## config.mk

```make
export PLATFORM = sky130hd
export DESIGN_NAME = uesev_top
export DESIGN_NICKNAME = d
export VERILOG_FILES = /design/src/common/uesev_pkg.sv /design/src/uesev_reset_gen.sv /design/src/uesev_top.sv
export VERILOG_INCLUDE_DIRS = /design/src /design/src/common
export SDC_FILE = /design/constraint.sdc
export NUM_CORES = 1
export LEC_CHECK = 0
export ABC_AREA = 1
export BUFFER_PORTS_ARGS = -buffer_cell sky130_fd_sc_hd__buf_2
export CORE_ASPECT_RATIO = 0.8
export CORE_MARGIN = 4
export CORE_UTILIZATION = 40
export DETAILED_ROUTE_END_ITERATION = 12
export PLACE_DENSITY = 0.79
export REMOVE_ABC_BUFFERS = 1
export SLEW_MARGIN = 20
export SYNTH_ARGS = -nofsm -noshare
export SYNTH_HDL_FRONTEND = slang
export SYNTH_SLANG_ARGS = --single-unit
```

## constraint.sdc

```tcl
create_clock -name clock_in -period 1.2 [get_ports clock_in]
set_clock_uncertainty 0.05 [all_clocks]
set_input_delay 0.18 -clock clock_in [delete_from_list [all_inputs] [get_ports clock_in]]
set_output_delay 0.18 -clock clock_in [all_outputs]
set_load 0.01 [all_outputs]
```

## src/common/uesev_params.svh

```systemverilog
// Purpose: Constants for the uncorrectable error severity register block.
// Assumes: Included by the package and by the uesev_top module.
// Notes: Definitions only.
`ifndef UESEV_PARAMS_SVH
`define UESEV_PARAMS_SVH

// ----------------------------------------------------------------------
// Register placement
// ----------------------------------------------------------------------
`define UESEV_REG_OFFSET 12'h10C
`define UESEV_ADDR_WIDTH 12

// ----------------------------------------------------------------------
// Register contents
// ----------------------------------------------------------------------
`define UESEV_RESET_VALUE 32'h0006_2011
`define UESEV_WRITE_MASK 32'h001F_F010
`define UESEV_FIXED_ONES 32'h0000_0021
`define UESEV_READ_NONE 32'h0000_0000

// ----------------------------------------------------------------------
// Severity bit positions
// ----------------------------------------------------------------------
`define UESEV_BIT_UNSUPPORTED_REQUEST 20
`define UESEV_BIT_END_TO_END_CRC 19
`define UESEV_BIT_MALFORMED_PACKET 18
`define UESEV_BIT_RECEIVE_CREDIT_OVERFLOW 17
`define UESEV_BIT_UNEXPECTED_COMPLETION 16
`define UESEV_BIT_COMPLETER_ABORT 15
`define UESEV_BIT_COMPLETION_TIMEOUT 14
`define UESEV_BIT_FLOW_CONTROL 13
`define UESEV_BIT_POISONED_PACKET 12
`define UESEV_BIT_LINK_PROTOCOL 4

// ----------------------------------------------------------------------
// Error classes
// ----------------------------------------------------------------------
`define UESEV_NUM_CLASSES 10

`endif

```

## src/common/uesev_pkg.sv

```systemverilog
// Purpose: Types shared by the uncorrectable error severity block.
// Assumes: uesev_params.svh on the include path.
// Notes: Numbers live in the header; this package holds types only.
`include "uesev_params.svh"

package uesev_pkg;

  // --------------------------------------------------------------------
  // Types
  // --------------------------------------------------------------------
  typedef logic [`UESEV_NUM_CLASSES-1:0] uesev_class_vec_t;
  typedef logic [`UESEV_ADDR_WIDTH-1:0] uesev_addr_t;

  typedef enum logic [3:0] {
    UESEV_CLS_LINK_PROTOCOL = 4'h0,
    UESEV_CLS_POISONED_PACKET = 4'h1,
    UESEV_CLS_FLOW_CONTROL = 4'h2,
    UESEV_CLS_COMPLETION_TIMEOUT = 4'h3,
    UESEV_CLS_COMPLETER_ABORT = 4'h4,
    UESEV_CLS_UNEXPECTED_COMPLETION = 4'h5,
    UESEV_CLS_RECEIVE_CREDIT_OVERFLOW = 4'h6,
    UESEV_CLS_MALFORMED_PACKET = 4'h7,
    UESEV_CLS_END_TO_END_CRC = 4'h8,
    UESEV_CLS_UNSUPPORTED_REQUEST = 4'h9
  } uesev_class_t;

  typedef enum logic [0:0] {
    UESEV_IDLE = 1'b0,
    UESEV_RESPOND = 1'b1
  } uesev_state_t;

endpackage

```

## src/uesev_reset_gen.sv

```systemverilog
// Purpose: Builds the fundamental reset from the link and global resets.
// Assumes: Both reset pins are active low and asynchronous to clock_in.
// Notes: Assertion is immediate, release is synchronised to clock_in.
`timescale 1ns/1ps
`default_nettype none

module uesev_reset_gen (
  // Clock
  input wire logic clock_in,
  // Reset pins, active low
  input wire logic link_reset_in,
  input wire logic global_reset_in,
  // Fundamental reset, active low
  output logic fundamental_reset_n_out
);

  // --------------------------------------------------------------------
  // Combined request
  // --------------------------------------------------------------------
  logic raw_reset_n;
  logic sync1_r;
  logic sync2_r;
  logic sync3_r;

  // Either pin low forces the fundamental reset at once
  assign raw_reset_n = link_reset_in & global_reset_in;

  // --------------------------------------------------------------------
  // Release synchroniser
  // --------------------------------------------------------------------
  // Release is only trusted once stages two and three agree
  always_ff @(posedge clock_in or negedge raw_reset_n) begin
    if (!raw_reset_n) begin
      sync1_r <= 1'b0;
      sync2_r <= 1'b0;
      sync3_r <= 1'b0;
    end else begin
      sync1_r <= 1'b1;
      sync2_r <= sync1_r;
      sync3_r <= sync2_r;
    end
  end

  always_ff @(posedge clock_in or negedge raw_reset_n) begin
    if (!raw_reset_n) begin
      fundamental_reset_n_out <= 1'b0;
    end else begin
      fundamental_reset_n_out <= sync2_r & sync3_r;
    end
  end

endmodule

`default_nettype wire

```

## src/uesev_top.sv

```systemverilog
// Purpose: Uncorrectable error severity register with severity routing.
// Assumes: Configuration accesses and error events come from clock_in logic.
// Notes: One request is served at a time; answer one cycle after it is taken.
`timescale 1ns/1ps
`default_nettype none

`include "uesev_params.svh"

module uesev_top (
  // Clock and lesser reset
  input wire logic clock_in,
  input wire logic resetn_in,
  // Reset pins, active low, feeding the fundamental reset
  input wire logic link_reset_in,
  input wire logic global_reset_in,
  // Configuration access
  input wire logic cfg_req_in,
  input wire logic cfg_write_in,
  input wire uesev_pkg::uesev_addr_t cfg_addr_in,
  input wire logic [31:0] cfg_wdata_in,
  input wire logic [3:0] cfg_be_in,
  output logic cfg_ready_out,
  output logic cfg_ack_out,
  output logic cfg_hit_out,
  output logic [31:0] cfg_rdata_out,
  // Error events and masks, one bit per class
  input wire uesev_pkg::uesev_class_vec_t error_event_in,
  input wire uesev_pkg::uesev_class_vec_t error_mask_in,
  // Severity and message requests
  output uesev_pkg::uesev_class_vec_t class_severity_out,
  output logic fatal_msg_out,
  output logic nonfatal_msg_out,
  // Reset status
  output logic fundamental_reset_n_out
);

  import uesev_pkg::*;

  // --------------------------------------------------------------------
  // Constants
  // --------------------------------------------------------------------
  localparam logic [31:0] WR_MASK = `UESEV_WRITE_MASK;
  localparam logic [31:0] FIXED_ONES = `UESEV_FIXED_ONES;
  localparam logic [31:0] RESET_VALUE = `UESEV_RESET_VALUE;
  localparam uesev_addr_t REG_OFFSET = `UESEV_REG_OFFSET;
  localparam int NUM_CLASSES = `UESEV_NUM_CLASSES;

  // --------------------------------------------------------------------
  // Decoding helpers
  // --------------------------------------------------------------------
  // Register bit that carries the severity of a class
  function automatic int class_bit(input int cls);
    case (cls)
      UESEV_CLS_LINK_PROTOCOL: return `UESEV_BIT_LINK_PROTOCOL;
      UESEV_CLS_POISONED_PACKET: return `UESEV_BIT_POISONED_PACKET;
      UESEV_CLS_FLOW_CONTROL: return `UESEV_BIT_FLOW_CONTROL;
      UESEV_CLS_COMPLETION_TIMEOUT: return `UESEV_BIT_COMPLETION_TIMEOUT;
      UESEV_CLS_COMPLETER_ABORT: return `UESEV_BIT_COMPLETER_ABORT;
      UESEV_CLS_UNEXPECTED_COMPLETION: return `UESEV_BIT_UNEXPECTED_COMPLETION;
      UESEV_CLS_RECEIVE_CREDIT_OVERFLOW: return `UESEV_BIT_RECEIVE_CREDIT_OVERFLOW;
      UESEV_CLS_MALFORMED_PACKET: return `UESEV_BIT_MALFORMED_PACKET;
      UESEV_CLS_END_TO_END_CRC: return `UESEV_BIT_END_TO_END_CRC;
      UESEV_CLS_UNSUPPORTED_REQUEST: return `UESEV_BIT_UNSUPPORTED_REQUEST;
      default: return `UESEV_BIT_LINK_PROTOCOL;
    endcase
  endfunction

  // Dword match; low address bits are ignored
  function automatic logic reg_hit(input uesev_addr_t addr);
    return addr[`UESEV_ADDR_WIDTH-1:2] == REG_OFFSET[`UESEV_ADDR_WIDTH-1:2];
  endfunction

  // --------------------------------------------------------------------
  // Fundamental reset
  // --------------------------------------------------------------------
  logic fundamental_reset_n;
  logic core_reset_n;

  uesev_reset_gen u_reset_gen (
    .clock_in(clock_in),
    .link_reset_in(link_reset_in),
    .global_reset_in(global_reset_in),
    .fundamental_reset_n_out(fundamental_reset_n)
  );

  assign fundamental_reset_n_out = fundamental_reset_n;

  // Access and message state also fall with the fundamental reset
  assign core_reset_n = resetn_in & fundamental_reset_n;

  // --------------------------------------------------------------------
  // Access control
  // --------------------------------------------------------------------
  uesev_state_t state_r;
  uesev_state_t state_nxt;
  logic take;
  logic write_now;

  assign take = cfg_req_in & (state_r == UESEV_IDLE);
  assign write_now = take & cfg_write_in & reg_hit(cfg_addr_in);

  always_comb begin
    state_nxt = state_r;
    unique case (state_r)
      UESEV_IDLE: begin
        if (cfg_req_in) begin
          state_nxt = UESEV_RESPOND;
        end
      end
      UESEV_RESPOND: begin
        state_nxt = UESEV_IDLE;
      end
    endcase
  end

  always_ff @(posedge clock_in or negedge core_reset_n) begin
    if (!core_reset_n) begin
      state_r <= UESEV_IDLE;
    end else begin
      state_r <= state_nxt;
    end
  end

  always_ff @(posedge clock_in or negedge core_reset_n) begin
    if (!core_reset_n) begin
      cfg_ready_out <= 1'b1;
    end else begin
      cfg_ready_out <= (state_nxt == UESEV_IDLE);
    end
  end

  // --------------------------------------------------------------------
  // Severity storage
  // --------------------------------------------------------------------
  logic [31:0] reg_value;

  // Writable bits sit on the fundamental reset only, so a lesser reset
  // leaves software's severity choices in place
  for (genvar b = 0; b < 32; b++) begin : g_bit
    if (WR_MASK[b]) begin : g_rw
      logic sev_r;
      always_ff @(posedge clock_in or negedge fundamental_reset_n) begin
        if (!fundamental_reset_n) begin
          sev_r <= RESET_VALUE[b];
        end else if (write_now && cfg_be_in[b/8]) begin
          sev_r <= cfg_wdata_in[b];
        end
      end
      assign reg_value[b] = sev_r;
    end else begin : g_ro
      // Fixed bits ignore writes
      assign reg_value[b] = FIXED_ONES[b];
    end
  end

  // --------------------------------------------------------------------
  // Read answer
  // --------------------------------------------------------------------
  always_ff @(posedge clock_in or negedge core_reset_n) begin
    if (!core_reset_n) begin
      cfg_ack_out <= 1'b0;
      cfg_hit_out <= 1'b0;
      cfg_rdata_out <= `UESEV_READ_NONE;
    end else begin
      cfg_ack_out <= take;
      if (take) begin
        cfg_hit_out <= reg_hit(cfg_addr_in);
        // Only a read that hits returns the register; writes and misses return zero
        if (!cfg_write_in && reg_hit(cfg_addr_in)) begin
          cfg_rdata_out <= reg_value;
        end else begin
          cfg_rdata_out <= `UESEV_READ_NONE;
        end
      end else begin
        cfg_hit_out <= 1'b0;
        cfg_rdata_out <= `UESEV_READ_NONE;
      end
    end
  end

  // --------------------------------------------------------------------
  // Severity routing
  // --------------------------------------------------------------------
  uesev_class_vec_t class_sev;
  uesev_class_vec_t unmasked;

  for (genvar c = 0; c < NUM_CLASSES; c++) begin : g_class
    assign class_sev[c] = reg_value[class_bit(c)];
  end

  assign class_severity_out = class_sev;

  // A masked class never reaches either message
  assign unmasked = error_event_in & ~error_mask_in;

  // Events of both severities in one cycle raise both requests
  always_ff @(posedge clock_in or negedge core_reset_n) begin
    if (!core_reset_n) begin
      fatal_msg_out <= 1'b0;
      nonfatal_msg_out <= 1'b0;
    end else begin
      fatal_msg_out <= |(unmasked & class_sev);
      nonfatal_msg_out <= |(unmasked & ~class_sev);
    end
  end

endmodule

`default_nettype wire
```

======== Word level (Yosys, flattened, before mapping) ========
Index checks and enable logic that the tools add are counted.
word-level totals
  word-level logic and storage cells ...... 47
  bits of input ports ..................... 74
  register bits after elaboration ......... 41
  output and inout bits ................... 48
cells by class
  reduce and logical (&&, ||, !) cells .... 7
  bitwise logic cells ..................... 13
  equality and inequality tests ........... 1
  mux-type cells .......................... 5
operator list
  operator                                         number
  2-to-1 mux 21 bit                                2
  AND 10 bit                                       3
  NOT 10 bit                                       2
  OR reduction 10 bit                              2
  == test 10 x 7 -> 1 bit (second input constant)  1
  AND 1 bit                                        6
  logical AND 1 bit                                4
  2-to-1 mux 1 bit                                 2
  NOT 1 bit                                        2
  one-hot mux 1 bit (2 select lines)               1
  zero test 1 bit                                  1

======== Depth between registers and ports, before layout ========
Gate-level depths: netlist of run 1.
  word-level depth ........................ 5
  mapped depth ............................ 9

======== Hierarchy ========
Synthesis of run 1 repeated with hierarchy kept, for this count alone.
second synthesis, totals
  cells, all modules ...................... 198
  area total of the unflattened synthesis .. 1,655.3 sq um
modules (own cells, without submodules)
  module           instances  cells an instance  area an instance (sq um)  sequential area each (sq um)
  uesev_top        1          189                1,536.5                   656.9
  uesev_reset_gen  1          9                  118.9                     100.1

======== Least setup slack after synthesis of run 1 ========
No wires, ideal clock.
  path type ............................... reg2reg
  start ................................... register cfg_ack_out (netlist name)
  end ..................................... register g_bit[16].g_rw.sev_r
  setup time .............................. 117 ps
  path slack .............................. 22 ps
  stages on the path, launching flop included .. 7
  data arrival time ....................... 1,011 ps
  clock period less this slack ............ 1,178 ps
  data required time ...................... 1,033 ps
  buffers on the path ..................... 0
  cells stage by stage .................... dfrtp_1 > nor2_4 > inv_2 > nor2_2 > nand3_1 > nand2_1 > nand2_1
RTL lines
  item                    RTL line          source
  end signal: assignment  uesev_top.sv:144  sev_r <= RESET_VALUE[b];
  end signal: assignment  uesev_top.sv:146  sev_r <= cfg_wdata_in[b];
  end: declaration        uesev_top.sv:141  logic sev_r;

==> results.md, run 1 <==
* Non-Filler Instances at 339
* Largest net degree at the start of global routing at 14
* CP arrival at between 1000 and 1500 ps
* Unique masters post-synth at 17
* Final Max Slew Viols at 0
* Largest stage delay, worst path at 420 ps
* Longest Clk Path Bufs at 2
* CTS sink count at 30
* Place WS at -86.3 ps
* Leak at about 1.3 nW
* Overall via count from detail_route at around 1,400
* Crit path max-delay family: simple AND/OR/NAND/NOR gates
* Yosys top cell area share at between 30% and 40%
* Worst Path Required at approximately 1300 ps
* Initial DRC count at 35
* Worst-path clk slew at around 70 ps
* Final hold vios at 0
* Worst-path fanout max at 6
* Post-synth top area cell: dfrtp_1
* Synthesis-stage register bit count at 30
* Area post-placement at between 2000 and 2500 µm²
* Peak VDD IR at between 0.8 and 0.9 mV
* H-tree depth at 2
* Initial Utilization at a little over two fifths
* Register Area at ~760 µm²
* GRT Overall Usage at between 10% and 20%
* Total wire length at about 3700 µm
* Ys Warns at 0
* Post-synthesis cell count at 199
* Core area at ~3900 µm²
* Top flop regs: cfg_rdata_out x11, g_bit.g_rw.sev_r x10
* Ranking of synthesized cells by area: dfrtp_1 (38%), buf_4 (15%), dfstp_2 (8.0%)
* First-pass GRT wire length at between 5000 and 6000 µm
* Clock latency on the worst-skew pair at between 200 and 300 ps
* MaxCap Viol Count at 0
* Min-delay worst type: register to asynchronous set/reset pin
* Status: finished, violations left
* Synth Area in XOR/XNOR at 0%
* Crit share post-route at 101%
* Met3 GRT Util at roughly 5.8%
* Number of core rows at 20
* Routed vias/inst at ~4.2
* Setup-failing EPs final at 5
* Largest family of logic cells by synthesized area: simple AND/OR/NAND/NOR gates
* N_diodes at 0
* Unrepaired setup endpoints after global routing: true
* Met2 Resource Use GR at 24.1%
* Most flop-heavy register: cfg_rdata_out
* Synth-to-layout area growth at 35.7%
* Post-synth top flop: dfrtp_1
* EDFF count, synth at 0
* Met1 usage at a little under a fifth
* Gr busiest metal: met2
* Pwr per Cell Area at ~1100 nW/µm²
* Crit start category: register
* Initial DRT Pass Iterations at 4
* Final min period at about 1200 ps
* CTS Buf Count at 5
* Adder-cell share of the synthesized area at 0%
* Sequential area share after synthesis at 45.8%
* Most common cell in the netlist: nand2_1
* Synth Area in Compound Gates at less than 1%
* Crit end category: register
* Final nets at around 360
* CP Cell Sequence: nor2_4 -> inv_2 -> nor2_4 -> buf_6 -> nand3_2 -> nand2_1 -> nand2_1
* Synth Area in Simple Gates at 29.1%
* Tot Pwr at approximately 2.5 mW
* Worst Path Buf+Inv at 2
* Routed Antenna Nets at 0
* Post-synthesis mux area share at 0%
* Vias in the first global route at approximately 1,300
* Initial antenna violation count at 0
* Placer Congestion at between 0.8 and 0.9
* FILL cells at 346
* DR WL/cell at ~11 µm
* Crit path kind: register to register
* Total gr overflow at 0
* F_max at between 0.8 and 0.9 GHz
* I/O Pins at 122
* Ys async rst share at 100%
* Die Span Y at 65.5 µm
* Synth Area per Inst at ~8.3 µm²
* Critical Path Slowest Stage Cell: dfrtp_1
* Post-DP HPWL at 3100 µm
* Post-Place Cells at approximately 330
* Footprint of the multi-input gates at 587 µm²
* Final WS setup at -15.4 ps
* Post-Syn Area at approximately 1700 µm²
* # DRC at 0
* Die Area at roughly 5200 µm²
* Largest register FFs at 11
* Failing checks: setup timing
* Cell area after layout at around 2200 µm²
* Share of cells above drive strength 1 at about 45%
* Clk root buf: clkbuf_8
* Die W at around 80 µm
* Port buffer count at 76
* CTS tree: yes
* Synth top cells by count: nand2_1 (34), buf_4 (33), inv_1 (33)
[path summary, 6_finish.rpt]
check	slack [ps]	endpoint	cells past startpoint	startpoint
worst min-delay path	30	g_bit[16].g_rw.sev_r$_DFFE_PN0P_	0	u_reset_gen.fundamental_reset_n_out$_DFF_PN0_
min in group clock_in	90	g_bit[4].g_rw.sev_r$_DFFE_PN1P_	3	cfg_wdata_in[4]
worst max-delay path	-20	g_bit[12].g_rw.sev_r$_DFFE_PN0P_	7	cfg_ack_out$_DFF_PN0_
worst max register to register	-20	g_bit[12].g_rw.sev_r$_DFFE_PN0P_	7	cfg_ack_out$_DFF_PN0_
worst min register to register	30	g_bit[16].g_rw.sev_r$_DFFE_PN0P_	0	u_reset_gen.fundamental_reset_n_out$_DFF_PN0_
max in group asynchronous	140	u_reset_gen.fundamental_reset_n_out$_DFF_PN0_	5	global_reset_in
[what timing repair did]
item	CTS	global route
setup endpoints to repair	22	22
pin swaps	1	4
gates resized for setup	5	6
setup buffers	2	1
endpoints found under the hold margin	20	0
hold buffers	3	0
[stage by stage]
step	hold WS, ps	utilization [%]	TNS [ps]
global route	46.3	57.8	-762
floorplan	-66.5	-	-1310
detailed placement	35.8	51.8	-1030
global placement	33.1	51.8	-758
CTS	39.2	57.0	-23.5
finish	30.3	57.8	-44.6
[cell families after synthesis]
| family | count (synthesis) |
|---|---|
| AND/OR/NAND/NOR | 95 |
| buffers and inverters | 70 |
| AO/OA/AOI/OAI | 2 |
| other | 2 |
| flip-flops | 30 |
[placed cells by master, fill, tap and decap left out, types with 6 or more instances in the layout]
| cell type | n |
|---|---|
| nor2_2 | 12 |
| inv_1 | 31 |
| conb_1 | 21 |
| nor2_1 | 7 |
| dfrtp_1 | 24 |
| nand2_1 | 34 |
| clkbuf_8 | 6 |
| nand4_1 | 11 |
| buf_4 | 11 |
| nand3_1 | 23 |
| buf_2 | 72 |
[metal layers]
layer	part of all wire, %	routed length (µm)
met5	0	0
met4	0.99	37
met3	13	471
met2	46	1700
met1	41	1520
[cell type report]
class | instances | area share, %
Tap cell | 55 | 3.07
Multi-Input combinational cell | 118 | 26.2
Sequential cell | 30 | 33.8
Timing Repair Buffer | 92 | 24.5
Clock buffer | 6 | 3.69
Inverter | 36 | 6.03
Clock inverter | 2 | 2.68
[power breakdown]
group / switching, mW / total, mW / leakage [nW] / internal (mW)
Sequential: 0.0107 / 1.04 / 0.386 / 1.03
Clock: 0.364 / 1.25 / 0.0714 / 0.885
Combinational: 0.141 / 0.259 / 0.838 / 0.117
Total: 0.516 / 2.55 / 1.30 / 2.03
Power figures use the tool's default switching activity.
==> run 2: changes to the inputs <==
BUFFER_PORTS_ARGS = not set   (was -buffer_cell sky130_fd_sc_hd__buf_2)
CORE_UTILIZATION = 62   (was 40)
DONT_BUFFER_PORTS = 1   (was not set)
PLACE_DENSITY = 0.8   (was 0.79)
clock period = 1.6 ns   (was 1.2 ns; I/O delays follow)
==> results.md, run 2 (same netlist as run 1, synthesis figures left out) <==
* Non-Filler Instances at 240 (was 339)
* Die W at 65.7 µm (was 79.8 µm)
* Crit share post-route at 84.4% (was 101%)
* MaxCap Viol Count at 0 (unchanged)
* Setup-failing EPs final at 0 (was 5)
* Total gr overflow at 0 (unchanged)
* Hold endpoint: g_bit[13].g_rw.sev_r$_DFFE_PN1P_
* Worst-Margin Slew at roughly 600 ps
* Vias in the first global route at 1,229 (was 1,345)
* CP Cell Sequence: nor2_4 -> inv_2 -> nor2_2 -> buf_4 -> nand3_2 -> nand2_1 -> nand2_1 (was nor2_4 -> inv_2 -> nor2_4 -> buf_6 -> nand3_2 -> nand2_1 -> nand2_1)
* GRT Overall Usage at 19.4% (was 14.9%)
* CTS tree: yes (unchanged)
* Crit start category: register (unchanged)
* DR WL/cell at 13.8 µm (was 11.0 µm)
* Final Max Slew Viols at 0 (unchanged)
* CP dominant cell by count: nand2_1
* Flop2flop setup slack at 250 ps (was -20 ps)
* Largest stage delay, worst path at 450 ps (was 420 ps)
* Top flop regs: cfg_rdata_out x11, g_bit.g_rw.sev_r x10 (unchanged)
* Longest Clk Path Bufs at 2 (unchanged)
* I/O Pins at 122 (unchanged)
* Register-to-Register Path Depth at 7 (unchanged)
* Fin Setup TNS at 0 ps (was -44.6 ps)
* Worst-path fanout max at 12 (was 6)
* F_max at 0.741 GHz (was 0.823 GHz)
* First-pass GRT wire length at 5150 µm (was 5960 µm)
* CTS sink count at 30 (unchanged)
* Net Sw Frac at 24.2% (was 20.3%)
* Sw power at 313 µW (was 516 µW)
* Worst Path Buf+Inv at 2 (unchanged)
* Critical R2R Launch: cfg_ack_out$_DFF_PN0_ (unchanged)
* Post-DP HPWL at 2660 µm (was 3100 µm)
* Final min period at 1350 ps (was 1220 ps)
* Routed Antenna Nets at 0 (unchanged)
* Crit path max-delay family: simple AND/OR/NAND/NOR gates (unchanged)
* CP Launch Point: cfg_ack_out$_DFF_PN0_ (unchanged)
* Synth-to-layout area growth at 1.14% (was 35.7%)
* Peak VDD IR at 0.371 mV (was 0.893 mV)
* Final nets at 277 (was 357)
* Most flop-heavy register: cfg_rdata_out (unchanged)
* CTS Buf Count at 5 (unchanged)
* R2R Path End: g_bit[14].g_rw.sev_r$_DFFE_PN0P_ (was g_bit[12].g_rw.sev_r$_DFFE_PN0P_)
* Overall via count from detail_route at 1,215 (was 1,436)
* Hold Crit Depth at 2
* N_diodes at 0 (unchanged)
* Hold Path Origin: cfg_be_in[1]
* Core area at 2500 µm² (was 3880 µm²)
* Critical Path Slowest Stage Cell: dfrtp_1 (unchanged)
* Port buffer count at 0 (was 76)
* Post-Place Cells at 223 (was 326)
* Number of core rows at 16 (was 20)
* Largest net degree at the start of global routing at 17 (was 14)
* Cts repair resizes at 0 (was 5)
* Initial antenna violation count at 0 (unchanged)
* Int Power at 983 µW (was 2.03 mW)
* Clock Power Share at 31.3% (was 49.0%)
* Sequential share of power at 60.1% (was 40.8%)
* Crit end category: register (unchanged)
* Placer Congestion at 0.799 (was 0.812)
* Total wire length at 3310 µm (was 3720 µm)
* Initial Utilization at 66.0% (was 42.6%)
* CP arrival at 1500 ps (was 1330 ps)
* Initial DRT Pass Iterations at 4 (unchanged)
* Initial DRC count at 56 (was 35)
* Unrepaired setup endpoints after global routing: false (was true)
* Die Span Y at 54.2 µm (was 65.5 µm)
* Leak at 0.871 nW (was 1.30 nW)
* # DRC at 0 (unchanged)
* Clock latency on the worst-skew pair at 310 ps (was 270 ps)
* Worst Path Required at 1750 ps (was 1310 ps)
* Min-delay worst type: input port to register (was register to asynchronous set/reset pin)
* Pwr per Cell Area at 776 nW/µm² (was 1140 nW/µm²)
* Worst-path clk slew at 80 ps (was 70 ps)
* Relative slew slack at around 61%
* FILL cells at 196 (was 346)
* Share of cells above drive strength 1 at 16.7% (was 44.7%)
* Crit path kind: register to register (unchanged)
* Status: finished, final reports clean (was finished, violations left)
* Final hold vios at 0 (unchanged)
* H-tree depth at 2 (unchanged)
* Combinational Power Share at 8.6% (was 10.2%)
* Clk root buf: clkbuf_4 (was clkbuf_8)
* Die Area at 3560 µm² (was 5230 µm²)
* Commonest non-fill, non-tap cell in the layout: nand2_1 (was buf_2)
* Largest register FFs at 11 (unchanged)
* Post-CTS Setup Bufs at 0 (was 2)
* Commonest non-fill, non-tap cells in the layout: nand2_1 (34), inv_1 (33), dfrtp_1 (25) (was buf_2 (72), nand2_1 (34), inv_1 (31))
* Cts hold-fix bufs at 8 (was 3)
* Routed vias/inst at 5.06 (was 4.24)
[run 2: changes by cell type in the layout (fill, tap and decap cells not counted), moves of 3 or more]
cell,previous run,this run
buf_6,5,0
clkbuf_1,0,3
buf_4,11,3
clkbuf_8,6,0
dlygate4sd3_1,3,9
clkbuf_4,0,5
buf_2,72,0
[run 2: area by class of cell]
type / instances / area [µm²] / share of cell area [%]
Sequential cell: 30 / 757 / 45.3
Clock buffer: 8 / 48.8 / 2.92
Tap cell: 36 / 45.0 / 2.70
Inverter: 36 / 135 / 8.09
Multi-Input combinational cell: 118 / 572 / 34.2
Timing Repair Buffer: 12 / 113 / 6.74
[run 2: worst max path at each step]
stage / end / slack [ps] / depth (start not counted)
after CTS: g_bit[14].g_rw.sev_r$_DFFE_PN0P_ / 240 / 7
after detailed placement: g_bit[14].g_rw.sev_r$_DFFE_PN0P_ / 260 / 7
after floorplan: g_bit[16].g_rw.sev_r$_DFFE_PN0P_ / 210 / 6
after global routing: g_bit[14].g_rw.sev_r$_DFFE_PN0P_ / 140 / 7
after global placement: g_bit[14].g_rw.sev_r$_DFFE_PN0P_ / 310 / 7
final: g_bit[14].g_rw.sev_r$_DFFE_PN0P_ / 250 / 7
[run 2: per-layer routing]
metal	global-route usage, %	up-vias	wire length, µm	share of wire, %
li1	-	568	-	-
met1	20.0	560	1150	35
met2	37.4	83	1740	53
met3	4.59	4	376	11
met4	9.31	0	44	1.3
met5	0	-	0	0
[run 2: worst register-to-register path, stage by stage (launching register included)]
cell and delay (ps):
dfrtp_1 450, nor2_4 160, inv_2 50, nor2_2 100, buf_4 190, nand3_2 120
nand2_1 70, nand2_1 50
[run 2: metrics by stage]
step / power, mW / util (%) / instance area, µm² / hold slack (ps) / setup slack, ps
finish: 1.30 / 66.8 / 1670 / 8.93 / 250
global route: 1.37 / 66.8 / 1670 / 11.5 / 139
CTS: 1.30 / 66.4 / 1660 / 3.33 / 243
detailed placement: 0.886 / 61.2 / 1530 / 8.30 / 263
global placement: 0.882 / 61.2 / 1530 / 0.611 / 305
floorplan: 0.869 / - / 1460 / -6.45 / 212
[run 2: power groups by stage]
| stage | logic (mW) | registers, mW | clock network [mW] |
|---|---|---|---|
| finish | 0.112 | 0.780 | 0.405 |
| global route | 0.128 | 0.781 | 0.458 |
| CTS | 0.108 | 0.780 | 0.415 |
| detailed placement | 0.0920 | 0.794 | 0 |
| global placement | 0.0878 | 0.794 | 0 |
| floorplan | 0.0724 | 0.797 | 0 |
==> run 3: changes to the inputs <==
ABC_AREA = 0   (was 1)
clock period = 1.4 ns   (was 1.6 ns; I/O delays follow)
==> results.md, run 3 <==
* Register Area at 757 µm² (unchanged)
* Worst-path clk slew at 90 ps (was 80 ps)
* N_diodes at 0 (unchanged)
* Longest Clk Path Bufs at 2 (unchanged)
* Final WS setup at -99.5 ps (was 250 ps)
* Core area at 2440 µm² (was 2500 µm²)
* Top flop regs: cfg_rdata_out x11, g_bit.g_rw.sev_r x10 (unchanged)
* CP Launch Point: cfg_ack_out$_DFF_PN0_ (unchanged)
* Total wire length at 3360 µm (was 3310 µm)
* Flop2flop setup slack at -100 ps (was 250 ps)
* Hold Path Origin: cfg_req_in (was cfg_be_in[1])
* Number of core rows at 16 (unchanged)
* Share of cells above drive strength 1 at 32.2% (was 16.7%)
* Pwr per Cell Area at 872 nW/µm² (was 776 nW/µm²)
* EDFF count, synth at 0 (unchanged)
* Relative slew slack at 59.0% (was 61.0%)
* Die Span Y at 53.2 µm (was 54.2 µm)
* Ranking of synthesized cells by area: dfrtp_1 (39%), buf_4 (15%), dfstp_2 (8.3%) (was dfrtp_1 (38%), buf_4 (15%), dfstp_2 (8.0%))
* Post-DP HPWL at 2580 µm (was 2660 µm)
* F_max at 0.667 GHz (was 0.741 GHz)
* CTS tree: yes (unchanged)
* Sequential area share after synthesis at 47.8% (was 45.8%)
* Worst Path Buf+Inv at 1 (was 2)
* Final hold vios at 0 (unchanged)
* Synthesis-stage register bit count at 30 (unchanged)
* Critical R2R Launch: cfg_ack_out$_DFF_PN0_ (unchanged)
* Status: finished, violations left (was finished, final reports clean)
* Overall via count from detail_route at 998 (was 1,215)
* Sequential share of power at 57.6% (was 60.1%)
* FILL cells at 166 (was 196)
* Tot Pwr at 1.55 mW (was 1.30 mW)
* Leak at 0.790 nW (was 0.871 nW)
* First-pass GRT wire length at 4950 µm (was 5150 µm)
* Vias in the first global route at 975 (was 1,229)
* Net Sw Frac at 23.4% (was 24.2%)
* # DRC at 0 (unchanged)
* Placer Congestion at 0.796 (was 0.799)
* Largest net degree at the start of global routing at 17 (unchanged)
* Post-synth top area cell: dfrtp_1 (unchanged)
* Routed vias/inst at 5.39 (was 5.06)
* Post-Syn Area at 1590 µm² (was 1650 µm²)
* Place WS at -377 ps (was 263 ps)
* Initial Utilization at 64.9% (was 66.0%)
* Failing checks: setup timing
* GRT Overall Usage at 20.2% (was 19.4%)
* Footprint of the multi-input gates at 684 µm² (was 572 µm²)
* Synth Area per Inst at 12.2 µm² (was 8.30 µm²)
* Most common cell in the netlist: buf_4 (was nand2_1)
* Setup-failing EPs final at 19 (was 0)
* Clock Power Share at 33.5% (was 31.3%)
* CP arrival at 1650 ps (was 1500 ps)
* Synth-to-layout area growth at 11.8% (was 1.14%)
* Crit share post-route at 107% (was 84.4%)
* Worst-path fanout max at 5 (was 12)
* Unrepaired setup endpoints after global routing: true (was false)
* Int Power at 1.18 mW (was 983 µW)
* Crit start category: register (unchanged)
* Ys async rst share at 100% (unchanged)
* CTS Buf Count at 5 (unchanged)
* Port buffer count at 0 (unchanged)
* CTS sink count at 30 (unchanged)
* Ys Warns at 0 (unchanged)
* Peak VDD IR at 0.709 mV (was 0.371 mV)
* Crit path kind: register to register (unchanged)
* Worst Path Required at 1550 ps (was 1750 ps)
* Clk root buf: clkbuf_4 (unchanged)
* I/O Pins at 122 (unchanged)
* Routed Antenna Nets at 0 (unchanged)
* Critical Path Slowest Stage Cell: dfrtp_1 (unchanged)
* Final min period at 1500 ps (was 1350 ps)
* Final Max Slew Viols at 0 (unchanged)
* Most flop-heavy register: cfg_rdata_out (unchanged)
* Post-synthesis cell count at 130 (was 199)
* Die W at 64.5 µm (was 65.7 µm)
* MaxCap Viol Count at 0 (unchanged)
* DR WL/cell at 18.2 µm (was 13.8 µm)
* Crit end category: register (unchanged)
* Initial DRT Pass Iterations at 4 (unchanged)
* Sw power at 362 µW (was 313 µW)
* Worst-Margin Slew at 613 ps (was 585 ps)
* Final nets at 222 (was 277)
* Unique masters post-synth at 23 (was 17)
* Post-synth top flop: dfrtp_1 (unchanged)
* Largest stage delay, worst path at 420 ps (was 450 ps)
* Combinational Power Share at 8.9% (was 8.6%)
* Synth top cells by count: buf_4 (31), dfrtp_1 (25), nor3b_1 (12) (was nand2_1 (34), buf_4 (33), inv_1 (33))
* Initial DRC count at 25 (was 56)
* Final hold slack at 72.5 ps (was 8.93 ps)
* Clock latency on the worst-skew pair at 320 ps (was 310 ps)
* Min-delay worst type: input port to register (unchanged)
* Commonest non-fill, non-tap cells in the layout: dfrtp_1 (25), conb_1 (21), dlygate4sd3_1 (14) (was nand2_1 (34), inv_1 (33), dfrtp_1 (25))
* Commonest non-fill, non-tap cell in the layout: dfrtp_1 (was nand2_1)
* Crit path max-delay family: flip-flops (was simple AND/OR/NAND/NOR gates)
* Die Area at 3430 µm² (was 3560 µm²)
* Yosys top cell area share at 39.5% (was 37.9%)
* CP Cell Sequence: nand4b_1 -> nor4_4 -> buf_4 -> mux2_2 (was nor2_4 -> inv_2 -> nor2_2 -> buf_4 -> nand3_2 -> nand2_1 -> nand2_1)
* H-tree depth at 2 (unchanged)
* Initial antenna violation count at 0 (unchanged)
* Largest register FFs at 11 (unchanged)
* Total gr overflow at 0 (unchanged)
[run 3: kinds of logic (layout without fill, tap and decap cells)]
logic type	after synthesis	after routing	synth area share, %
DFF	30	30	47.8
other	2	21	0.474
buffers and inverters	35	34	16.1
and+or+nand+nor	53	54	28.6
muxes	10	10	7.10
[run 3: layout make-up]
cell class | instances | area share (%)
well taps | 36 | 2.54
inverters | 2 | 0.423
multi-input cells | 85 | 38.6
clock buffers | 7 | 3.11
clock inverters | 1 | 0.282
flip-flops and latches | 30 | 42.7
repair buffers | 24 | 12.4
[run 3: final timing paths]
path / end / cells past startpoint
worst max-delay path: g_bit[16].g_rw.sev_r$_DFFE_PN0P_ / 4
worst min-delay path: cfg_ready_out$_DFF_PN1_ / 2
worst max register to register: g_bit[16].g_rw.sev_r$_DFFE_PN0P_ / 4
worst min register to register: g_bit[20].g_rw.sev_r$_DFFE_PN0P_ / 1
max in group asynchronous: u_reset_gen.sync2_r$_DFF_PN0_ / 3
min in group asynchronous: u_reset_gen.sync3_r$_DFF_PN0_ / 2
[run 3: repair_timing]
item                                   4_1_cts  5_1_grt
pin swaps                                    1        0
cloned                                       1        0
endpoints found under the hold margin       40       11
gates resized for setup                      7        2
buffers inserted                             1        0
hold buffers                                13        1
setup endpoints to repair                   21       20
[run 3: metrics by stage]
| step | TNS, ps | std cells | area, µm² | utilization, % |
|---|---|---|---|---|
| 2_1_floorplan | -5900 | 116 | 1410 | - |
| 3_3_place_gp | -6760 | 161 | 1520 | 62.3 |
| 3_5_place_dp | -7060 | 161 | 1520 | 62.3 |
| 4_1_cts | -730 | 184 | 1750 | 71.8 |
| 5_1_grt | -2520 | 185 | 1770 | 72.6 |
| 6_report | -1220 | 185 | 1770 | 72.6 |
[run 3: metal layers]
| layer | global-route usage [%] | wire length, µm | up-vias |
|---|---|---|---|
| li1 | - | - | 441 |
| met1 | 23.3 | 1260 | 493 |
| met2 | 33.2 | 1710 | 54 |
| met3 | 7.86 | 309 | 10 |
| met4 | 9.82 | 77 | 0 |
| met5 | 0 | 0 | - |
[run 3: power groups by stage]
stage               registers, mW  clock network (mW)  logic, mW
detailed placement          0.907                   0     0.0953
finish                      0.890               0.518      0.138
floorplan                   0.910                   0     0.0704
global placement            0.907                   0     0.0932
global route                0.892               0.577      0.152
CTS                         0.890               0.530      0.127
